**src/hdl/mic_pkg.sv**
```systemverilog
// Constants, field layout and types for the MAC interface configuration register block
// What this block does
// [RQ1] Bit 12 set delays the receive clock 3.5 ns behind receive data, clear keeps them aligned.
// [RQ2] Bit 11 is inverted: zero enables the 3.5 ns transmit clock delay, one disables it.
// [RQ3] Bit 10 set declares a shared MAC/PHY clock so transmit latency may be cut.
// [RQ4] Bit 9 set selects RGMII mode, otherwise the mode follows bit 5; its reset comes from a strap.
// [RQ5] With RGMII off, bit 5 one selects RMII and zero selects MII.
// [RQ6] Bit 8 set turns on the RMII transmit-path clock shift, clear turns it off.
// [RQ7] Bit 7, strapped at reset, picks a 50 MHz CMOS reference (1) or 25 MHz crystal (0).
// [RQ8] In RMII recovered-clock mode bit 6 clear bypasses the receive FIFO and drives 50 MHz RX_CLK.
// [RQ9] Bit 4 set keeps CRS_DV high until the last data leaves, with no toggling at packet end.
// [RQ10] Bit 4 clear toggles CRS_DV at packet end once carrier sense has dropped.
// [RQ11] Bit 3 is set by a receive FIFO overflow and cleared when software reads the register.
// [RQ12] Bit 2 is set by a receive FIFO underflow and cleared when software reads the register.
// [RQ13] Bits 1:0 (reset 01) set the elasticity tolerance: 00=14, 01=2, 10=6, 11=10 bits.
// [RQ14] The elasticity buffer absorbs 50 MHz clock versus data drift; lengths halve at 100 ppm.
// [RQ15] Bits 15:13 are reserved, read as zero and ignore writes.
package mic_pkg;

  // ----------------------------------------------------------------
  // Register map (printed offsets are indices, byte address is 4x)
  // ----------------------------------------------------------------
  localparam logic [9:0]  MIC_CTRL_IDX     = 10'h017;
  localparam logic [9:0]  MIC_IRQ_STAT_IDX = 10'h020;
  localparam logic [9:0]  MIC_IRQ_MASK_IDX = 10'h021;

  // ----------------------------------------------------------------
  // Control/status field positions
  // ----------------------------------------------------------------
  localparam int          MIC_B_RX_SHIFT   = 12;
  localparam int          MIC_B_TX_SHIFT_N = 11;
  localparam int          MIC_B_TX_SYNC    = 10;
  localparam int          MIC_B_RGMII      = 9;
  localparam int          MIC_B_RMII_SHIFT = 8;
  localparam int          MIC_B_REF_SEL    = 7;
  localparam int          MIC_B_FIFO_NORM  = 6;
  localparam int          MIC_B_RMII       = 5;
  localparam int          MIC_B_REV10      = 4;
  localparam int          MIC_B_OVF        = 3;
  localparam int          MIC_B_UNF        = 2;
  localparam int          MIC_B_EB_LSB     = 0;
  localparam logic [15:0] MIC_CTRL_RST     = 16'h0041;
  localparam logic [15:0] MIC_CTRL_RW_MASK = 16'h1ff3;

  // Interrupt status bit positions
  localparam int          MIC_IRQ_OVF      = 0;
  localparam int          MIC_IRQ_UNF      = 1;

  // ----------------------------------------------------------------
  // Elasticity tolerance in bits per code, and clock shift time
  // ----------------------------------------------------------------
  localparam logic [3:0]  MIC_EB_TOL_00    = 4'he;
  localparam logic [3:0]  MIC_EB_TOL_01    = 4'h2;
  localparam logic [3:0]  MIC_EB_TOL_10    = 4'h6;
  localparam logic [3:0]  MIC_EB_TOL_11    = 4'ha;
  localparam int          MIC_CLK_SHIFT_PS = 3500;

  // Cycles after reset release before strap pins are trusted
  localparam logic [1:0]  MIC_STRAP_WAIT   = 2'h3;

  // AXI response codes
  localparam logic [1:0]  MIC_RESP_OKAY    = 2'h0;
  localparam logic [1:0]  MIC_RESP_SLVERR  = 2'h2;

  typedef enum logic [1:0] {
    MIC_MODE_MII,
    MIC_MODE_RMII,
    MIC_MODE_RGMII
  } mic_mode_e;

endpackage

```
**src/hdl/mic_regs.sv**
```systemverilog
// MAC interface configuration register block with AXI4-Lite slave
`timescale 1ns/1ns
module mic_regs
  import mic_pkg::*;
#(
  parameter int ADDR_W = 12
) (
  // Clock and reset
  input  wire logic              clk_sys,
  input  wire logic              arst_n,
  // AXI4-Lite write address, data and response
  input  wire logic [ADDR_W-1:0] s_axi_awaddr,
  input  wire logic              s_axi_awvalid,
  output      logic              s_axi_awready,
  input  wire logic [31:0]       s_axi_wdata,
  input  wire logic [3:0]        s_axi_wstrb,
  input  wire logic              s_axi_wvalid,
  output      logic              s_axi_wready,
  output      logic [1:0]        s_axi_bresp,
  output      logic              s_axi_bvalid,
  input  wire logic              s_axi_bready,
  // AXI4-Lite read
  input  wire logic [ADDR_W-1:0] s_axi_araddr,
  input  wire logic              s_axi_arvalid,
  output      logic              s_axi_arready,
  output      logic [31:0]       s_axi_rdata,
  output      logic [1:0]        s_axi_rresp,
  output      logic              s_axi_rvalid,
  input  wire logic              s_axi_rready,
  // Strap pins
  input  wire logic              rgmii_strap,
  input  wire logic              reference_frequency_strap,
  // Link clock pin and receive-path events
  input  wire logic              link_clk,
  input  wire logic              carrier_sense,
  input  wire logic              rx_data_pending,
  input  wire logic              rmii_recovered_mode,
  input  wire logic              fifo_overflow_evt,
  input  wire logic              fifo_underflow_evt,
  // Configuration outputs
  output      mic_mode_e         mac_mode,
  output      logic              rx_clk_delay_en,
  output      logic              tx_clk_delay_en,
  output      logic              tx_clk_synced,
  output      logic              rmii_tx_shift_en,
  output      logic              ref_clk_50m_sel,
  output      logic              rx_fifo_bypass,
  output      logic              rx_clk_50m_out_en,
  output      logic [3:0]        eb_tolerance_bits,
  output      logic              crs_dv,
  // Interrupt
  output      logic              irq
);

  // ----------------------------------------------------------------
  // Helpers
  // ----------------------------------------------------------------
  function automatic logic [9:0] word_idx(input logic [ADDR_W-1:0] a);
    word_idx = a[11:2];
  endfunction

  function automatic logic [3:0] eb_tol(input logic [1:0] code);
    unique case (code)
      2'h0: eb_tol = MIC_EB_TOL_00;
      2'h1: eb_tol = MIC_EB_TOL_01;
      2'h2: eb_tol = MIC_EB_TOL_10;
      2'h3: eb_tol = MIC_EB_TOL_11;
    endcase
  endfunction

  logic [15:0]       ctrl_q;
  logic              ovf_q;
  logic              unf_q;
  logic [1:0]        irq_stat_q;
  logic [1:0]        irq_mask_q;
  logic              aw_held_q;
  logic              w_held_q;
  logic [9:0]        aw_idx_q;
  logic [31:0]       wdata_q;
  logic [3:0]        wstrb_q;
  logic              bvalid_q;
  logic [1:0]        bresp_q;
  logic              rvalid_q;
  logic [31:0]       rdata_q;
  logic [1:0]        rresp_q;
  logic [2:0]        lclk_q;
  logic [2:0]        rg_strap_q;
  logic [2:0]        ref_strap_q;
  logic [1:0]        strap_cnt_q;
  logic              strap_done_q;
  logic              crs_dv_q;
  logic              do_write;
  logic              ar_fire;
  logic              ctrl_read;
  logic              link_edge;
  logic [15:0]       ctrl_view;
  logic [15:0]       wmask;

  // ----------------------------------------------------------------
  // AXI4-Lite handshakes
  // ----------------------------------------------------------------
  assign s_axi_awready = !aw_held_q && !bvalid_q;
  assign s_axi_wready  = !w_held_q && !bvalid_q;
  assign s_axi_arready = !rvalid_q;
  assign s_axi_bvalid  = bvalid_q;
  assign s_axi_bresp   = bresp_q;
  assign s_axi_rvalid  = rvalid_q;
  assign s_axi_rdata   = rdata_q;
  assign s_axi_rresp   = rresp_q;
  assign do_write      = aw_held_q && w_held_q && !bvalid_q;
  assign ar_fire       = s_axi_arvalid && !rvalid_q;
  assign ctrl_read     = ar_fire && (word_idx(s_axi_araddr) == MIC_CTRL_IDX);
  assign wmask         = {{8{wstrb_q[1]}}, {8{wstrb_q[0]}}} & MIC_CTRL_RW_MASK;

  // Address and data are parked independently; the write lands once both are held
  always_ff @(posedge clk_sys or negedge arst_n) begin
    if (!arst_n) begin
      aw_held_q <= 1'b0;
      w_held_q  <= 1'b0;
      aw_idx_q  <= 10'h000;
      wdata_q   <= 32'h0000_0000;
      wstrb_q   <= 4'h0;
    end else begin
      if (s_axi_awvalid && s_axi_awready) begin
        aw_held_q <= 1'b1;
        aw_idx_q  <= word_idx(s_axi_awaddr);
      end else if (do_write) begin
        aw_held_q <= 1'b0;
      end
      if (s_axi_wvalid && s_axi_wready) begin
        w_held_q <= 1'b1;
        wdata_q  <= s_axi_wdata;
        wstrb_q  <= s_axi_wstrb;
      end else if (do_write) begin
        w_held_q <= 1'b0;
      end
    end
  end

  always_ff @(posedge clk_sys or negedge arst_n) begin
    if (!arst_n) begin
      bvalid_q <= 1'b0;
      bresp_q  <= MIC_RESP_OKAY;
    end else if (do_write) begin
      bvalid_q <= 1'b1;
      bresp_q  <= (aw_idx_q == MIC_CTRL_IDX || aw_idx_q == MIC_IRQ_STAT_IDX ||
                   aw_idx_q == MIC_IRQ_MASK_IDX) ? MIC_RESP_OKAY : MIC_RESP_SLVERR;
    end else if (s_axi_bready) begin
      bvalid_q <= 1'b0;
    end
  end

  // ----------------------------------------------------------------
  // Read path
  // ----------------------------------------------------------------
  // [RQ15] reserved bits zero
  assign ctrl_view = (ctrl_q & MIC_CTRL_RW_MASK) |
                     (16'h0001 << MIC_B_OVF) & {16{ovf_q}} |
                     (16'h0001 << MIC_B_UNF) & {16{unf_q}};

  always_ff @(posedge clk_sys or negedge arst_n) begin
    if (!arst_n) begin
      rvalid_q <= 1'b0;
      rdata_q  <= 32'h0000_0000;
      rresp_q  <= MIC_RESP_OKAY;
    end else if (ar_fire) begin
      rvalid_q <= 1'b1;
      rresp_q  <= MIC_RESP_OKAY;
      unique case (word_idx(s_axi_araddr))
        MIC_CTRL_IDX:     rdata_q <= {16'h0000, ctrl_view};
        MIC_IRQ_STAT_IDX: rdata_q <= {30'h0000_0000, irq_stat_q};
        MIC_IRQ_MASK_IDX: rdata_q <= {30'h0000_0000, irq_mask_q};
        default: begin
          rdata_q <= 32'h0000_0000;
          rresp_q <= MIC_RESP_SLVERR;
        end
      endcase
    end else if (s_axi_rready) begin
      rvalid_q <= 1'b0;
    end
  end

  // ----------------------------------------------------------------
  // Strap capture after reset release
  // ----------------------------------------------------------------
  always_ff @(posedge clk_sys or negedge arst_n) begin
    if (!arst_n) begin
      rg_strap_q  <= 3'h0;
      ref_strap_q <= 3'h0;
      lclk_q      <= 3'h0;
    end else begin
      rg_strap_q  <= {rg_strap_q[1:0], rgmii_strap};
      ref_strap_q <= {ref_strap_q[1:0], reference_frequency_strap};
      lclk_q      <= {lclk_q[1:0], link_clk};
    end
  end

  always_ff @(posedge clk_sys or negedge arst_n) begin
    if (!arst_n) begin
      strap_cnt_q  <= 2'h0;
      strap_done_q <= 1'b0;
    end else if (!strap_done_q) begin
      strap_cnt_q  <= strap_cnt_q + 2'h1;
      strap_done_q <= (strap_cnt_q == MIC_STRAP_WAIT);
    end
  end

  // ----------------------------------------------------------------
  // Control register
  // ----------------------------------------------------------------
  // Strap load happens once, before software could plausibly write
  always_ff @(posedge clk_sys or negedge arst_n) begin
    if (!arst_n) begin
      ctrl_q <= MIC_CTRL_RST;
    end else if (!strap_done_q && strap_cnt_q == MIC_STRAP_WAIT) begin
      // [RQ4] strap sets RGMII
      ctrl_q[MIC_B_RGMII]   <= rg_strap_q[2];
      // [RQ7] strap sets reference
      ctrl_q[MIC_B_REF_SEL] <= ref_strap_q[2];
    end else if (do_write && aw_idx_q == MIC_CTRL_IDX) begin
      // [RQ15] writes to reserved ignored
      ctrl_q <= (ctrl_q & ~wmask) | (wdata_q[15:0] & wmask);
    end
  end

  // [RQ11] overflow flag, set wins
  always_ff @(posedge clk_sys or negedge arst_n) begin
    if (!arst_n) begin
      ovf_q <= 1'b0;
    end else if (fifo_overflow_evt) begin
      ovf_q <= 1'b1;
    end else if (ctrl_read) begin
      ovf_q <= 1'b0;
    end
  end

  // [RQ12] underflow flag, set wins
  always_ff @(posedge clk_sys or negedge arst_n) begin
    if (!arst_n) begin
      unf_q <= 1'b0;
    end else if (fifo_underflow_evt) begin
      unf_q <= 1'b1;
    end else if (ctrl_read) begin
      unf_q <= 1'b0;
    end
  end

  // ----------------------------------------------------------------
  // Interrupt status and mask
  // ----------------------------------------------------------------
  always_ff @(posedge clk_sys or negedge arst_n) begin
    if (!arst_n) begin
      irq_stat_q <= 2'h0;
      irq_mask_q <= 2'h0;
    end else begin
      if (do_write && aw_idx_q == MIC_IRQ_MASK_IDX && wstrb_q[0]) begin
        irq_mask_q <= wdata_q[1:0];
      end
      // Write-one-to-clear, a new event in the same cycle survives
      irq_stat_q <= (irq_stat_q &
                     ~((do_write && aw_idx_q == MIC_IRQ_STAT_IDX && wstrb_q[0]) ?
                       wdata_q[1:0] : 2'h0)) |
                    {fifo_underflow_evt, fifo_overflow_evt};
    end
  end

  assign irq = |(irq_stat_q & irq_mask_q);

  // ----------------------------------------------------------------
  // Mode and clocking controls
  // ----------------------------------------------------------------
  // [RQ4] RGMII overrides
  // [RQ5] RMII or MII
  always_comb begin
    if (ctrl_q[MIC_B_RGMII]) begin
      mac_mode = MIC_MODE_RGMII;
    end else if (ctrl_q[MIC_B_RMII]) begin
      mac_mode = MIC_MODE_RMII;
    end else begin
      mac_mode = MIC_MODE_MII;
    end
  end

  // Delay enables drive an analog delay line of MIC_CLK_SHIFT_PS; too fine to count here
  // [RQ1] receive clock delay
  assign rx_clk_delay_en   = ctrl_q[MIC_B_RX_SHIFT];
  // [RQ2] inverted transmit delay
  assign tx_clk_delay_en   = !ctrl_q[MIC_B_TX_SHIFT_N];
  // [RQ3] shared clock hint
  assign tx_clk_synced     = ctrl_q[MIC_B_TX_SYNC];
  // [RQ6] RMII transmit shift
  assign rmii_tx_shift_en  = ctrl_q[MIC_B_RMII_SHIFT];
  // [RQ7] reference select
  assign ref_clk_50m_sel   = ctrl_q[MIC_B_REF_SEL];
  // [RQ8] FIFO bypass, 50 MHz out
  assign rx_fifo_bypass    = (mac_mode == MIC_MODE_RMII) && rmii_recovered_mode &&
                             !ctrl_q[MIC_B_FIFO_NORM];
  assign rx_clk_50m_out_en = rx_fifo_bypass;
  // [RQ13] tolerance decode
  // [RQ14] sizes the drift window
  assign eb_tolerance_bits = eb_tol(ctrl_q[MIC_B_EB_LSB +: 2]);

  // ----------------------------------------------------------------
  // CRS_DV generation
  // ----------------------------------------------------------------
  assign link_edge = lclk_q[1] && !lclk_q[2];

  always_ff @(posedge clk_sys or negedge arst_n) begin
    if (!arst_n) begin
      crs_dv_q <= 1'b0;
    end else if (carrier_sense) begin
      crs_dv_q <= 1'b1;
    end else if (!rx_data_pending) begin
      crs_dv_q <= 1'b0;
    end else if (ctrl_q[MIC_B_REV10]) begin
      // [RQ9] hold until last data
      crs_dv_q <= 1'b1;
    end else if (link_edge) begin
      // [RQ10] toggle at packet end
      crs_dv_q <= !crs_dv_q;
    end
  end

  assign crs_dv = crs_dv_q;
endmodule // mic_regs

```
**config.mk**
```make
export PLATFORM = sky130hd
export DESIGN_NAME = mic_regs
export DESIGN_NICKNAME = d
export VERILOG_FILES = /design/src/hdl/mic_pkg.sv /design/src/hdl/mic_regs.sv
export SDC_FILE = /design/constraint.sdc
export NUM_CORES = 1
export LEC_CHECK = 0
export BUFFER_PORTS_ARGS = -buffer_cell sky130_fd_sc_hd__buf_2
export CELL_PAD_IN_SITES_DETAIL_PLACEMENT = 1
export CELL_PAD_IN_SITES_GLOBAL_PLACEMENT = 2
export CORE_MARGIN = 1
export CORE_UTILIZATION = 30
export DETAILED_ROUTE_END_ITERATION = 12
export PLACE_DENSITY = 0.82
export SLEW_MARGIN = 5
export SYNTH_ARGS = -nofsm -noshare
export SYNTH_HDL_FRONTEND = slang
export SYNTH_SLANG_ARGS = --single-unit
```
**constraint.sdc**
```tcl
create_clock -name clk_sys -period 4.6 [get_ports clk_sys]
set_clock_uncertainty 0.15 [all_clocks]
set_input_delay 0 -clock clk_sys [delete_from_list [all_inputs] [get_ports clk_sys]]
set_output_delay 0 -clock clk_sys [all_outputs]
set_load 0.02 [all_outputs]
```
==> results.py <==
metrics = {
    "outcome": {
        "status": "finished, final reports clean",
    },
    "critical_path": {
        "cp_slowest_cell": "dlygate4sd3_1",
        "crit_path_max_incr_delay_ns": 0.64,
        "path_cells": "dlygate4sd3_1 > buf_2 > nor3_1 > dlygate4sd3_1 > nand2_1 > dlygate4sd3_1 > o21ai_0 > dlygate4sd3_1",
        "worstRegToRegCells": 5,
        "crit_top_cell": "dlygate4sd3_1",
        "crit_path_end_kind": "flip-flop",
        "path_max_fanout": 3,
        "required_ns": 4.73,
        "critPathLaunchType": "primary input",
        "crit_arrival_ns": 3.00,
        "r2r_end": "s_axi_rdata[0]$_DFFE_PN0P_",
        "rrSetupSlack_ns": 2.05,
        "critPathKind": "primary input to flip-flop",
        "r2r_start": "s_axi_rvalid$_DFFE_PN0P_",
    },
    "min_path": {
        "hold_path_startpoint": "s_axi_araddr[5]",
        "hold_depth": 5,
        "holdPathEnd": "s_axi_rdata[1]$_DFFE_PN0P_",
        "hp-class": "primary input to flip-flop",
    },
    "finish": {
        "num-nets-final": 443,
        "drive_gt1_share_pct": 37.8,
        "fillers": 1094,
        "area_growth_pct": 34.4,
        "antenna_cells": 0,
        "final_cells": 503,
    },
    "power_and_ir_drop": {
        "total_power_uw": 1660,
        "power_density_nw_per_um2": 405,
        "power_leakage_uw": 0.00194,
        "peakVddDrop_v": 0.000209,
    },
    "synthesis": {
        "ys_seq_area_share_pct": 59.2,
        "ys_seq_elements": 72,
        "synth_top_cell_area_share_pct": 57.4,
        "ys.warnings.count": 0,
        "syn_inst": 239,
        "syn_area_per_cell_um2": 12.8,
        "synthTopCellsByArea": "dfrtp_1 57%, mux2_2 13%, buf_4 6.2%",
        "ys_types": 34,
        "synth_area_leader_cell": "dfrtp_1",
        "syn_area_um2": 3050,
    },
    "detailed_routing": {
        "viasPerCell": 4.37,
        "drt_pass1_iterations": 4,
        "drt_wl_total_um": 6900,
        "wl_per_cell_um": 13.7,
        "vias": 2199,
        "antenna_left": 0,
        "drc": 0,
        "drtIter0Drc": 44,
    },
    "flow_run": {
        "cap_viol_max_count": 0,
    },
    "placed_design": {
        "dp.final_hpwl_um": 4540,
        "globalplace.congestion": 0.772,
        "place_ws_ns": 2.38,
        "port_buffers": 80,
        "dp_cells": 444,
    },
    "floorplanning": {
        "coreArea_um2": 9820,
        "die_w_um": 103,
        "io_pins": 131,
        "num_rows": 36,
        "die_y_um": 103,
        "initial_core_util_pct": 31.1,
        "dieArea_um2": 10600,
    },
    "global_routing": {
        "grt_pass1_wl_um": 11200,
        "first_global_vias": 2288,
        "grt_overflow": 0,
        "grt_max_degree": 73,
        "grt_usage_pct": 14.3,
        "antenna_found_initial": 0,
    },
    "cts": {
        "clockBufferDepth": 2,
        "cts-root-buf": "clkbuf_8",
        "cts_tree": "built",
        "post_cts_buffers": 0,
        "postCtsHoldBufs": 43,
        "htreeDepth": 3,
        "clock_sinks": 72,
        "cts.repair.resized": 0,
        "clk_latency_ns": 0.35,
        "clk_pin_slew_ns": 0.07,
        "numCtsBuffers": 9,
    },
    "sta": {
        "period_minus_slack_ns": 2.87,
        "holdWs_ns": 0.0695,
        "hold_viol_final": 0,
        "rsz0062_at_grt": "no",
        "setup_viol": 0,
        "fmax_mhz": 348,
        "timing.final.max_slew_violations": 0,
        "fin_ws_ns": 1.73,
        "worstMarginPinSlew_ns": 0.896,
        "period_share_pct": 62.4,
        "slew_headroom_pct": 40.3,
        "fin_setup_tns_ns": 0,
    },
}
-- cell usage after synthesis, drive strengths merged --
| master | count |
|---|---|
| clkbuf | 4 |
| nor2 | 9 |
| nand3b | 1 |
| or2 | 3 |
| dfrtp | 70 |
| o31ai | 2 |
| a22o | 12 |
| inv | 10 |
| and4b | 1 |
| and2 | 2 |
| nor2b | 1 |
| a31oi | 4 |
| a32oi | 1 |
| nand4 | 7 |
| o2111ai | 1 |
| a21oi | 1 |
| o21ai | 10 |
| nor4b | 4 |
| or3 | 1 |
| or4 | 1 |
| conb | 2 |
| xnor2 | 2 |
| dfstp | 2 |
| mux2 | 35 |
| ha | 3 |
| and3b | 1 |
| nor3 | 3 |
| nand2 | 15 |
| nand2b | 3 |
| a22oi | 1 |
| a21o | 2 |
| buf | 25 |
-- layout make-up --
type	count	area [um^2]	area share, %
sequential	72	1800	44.0
tap	133	166	4.06
clock buffer	9	124	3.02
timing repair buffer	123	833	20.3
inverter	10	37.5	0.916
clock inverter	7	48.8	1.19
multi-input combinational	149	1080	26.4
-- worst max-delay path by stage --
stage	start	to	cells after the start
CTS	s_axi_araddr[9]	s_axi_rdata[0]$_DFFE_PN0P_	8
finish	s_axi_araddr[9]	s_axi_rdata[0]$_DFFE_PN0P_	8
global placement	aw_idx_q[8]$_DFFE_PN0P_	irq_stat_q[0]$_DFF_PN0_	4
detailed placement	aw_idx_q[8]$_DFFE_PN0P_	irq_stat_q[0]$_DFF_PN0_	4
floorplan	s_axi_bvalid$_DFFE_PN0P_	wdata_q[0]$_DFFE_PN0P_	5
global route	s_axi_araddr[9]	s_axi_rdata[0]$_DFFE_PN0P_	8
-- critical path: cells and delay by family --
family | cells | cell delay (ns)
compound gates | 1 | 0.15
buf+inv | 5 | 2.45
simple gates | 2 | 0.41
-- layer usage --
| layer | GRT usage, % | share of wire [%] | up-vias |
|---|---|---|---|
| li1 | - | - | 1049 |
| met1 | 17.6 | 44 | 1083 |
| met2 | 24.3 | 51 | 62 |
| met3 | 4.41 | 4.0 | 5 |
| met4 | 3.90 | 0.83 | 0 |
| met5 | 0 | 0 | - |
-- cells by family (layout without fill, tap and decap cells) --
family | after synthesis | in the layout | synth area share [%]
and+or+nand+nor | 52 | 52 | 10.1
buffers and inverters | 39 | 149 | 7.88
AOI/OAI and AO/OA | 34 | 34 | 7.88
adders and majority gates | 3 | 3 | 1.23
DFF | 72 | 72 | 59.2
xor gates and xnor gates | 2 | 2 | 0.575
muxes | 35 | 35 | 12.9
other | 2 | 23 | 0.246
-- through the flow --
step	util (%)	area, um^2
after floorplan	-	3130
after global placement	35.6	3490
after detailed placement	35.6	3490
after CTS	41.7	4100
after global routing	41.7	4100
final	41.7	4100
-- placed cells by master (no fill, tap or decap), types with 10 or more instances in the layout --
master,netlist,final
a22o_1,12,12
buf_2,0,79
conb_1,2,23
dfrtp_1,70,70
dlygate4sd3_1,0,43
inv_1,10,10
mux2_2,35,35
nand2_1,15,15
o21ai_0,10,10
-- report_power, final --
group	internal, uW	switching (uW)	total [uW]
logic	183	177	360
registers	761	97.0	858
clock network	194	248	442
total	1140	521	1660
(Power assumes the default switching activity.)
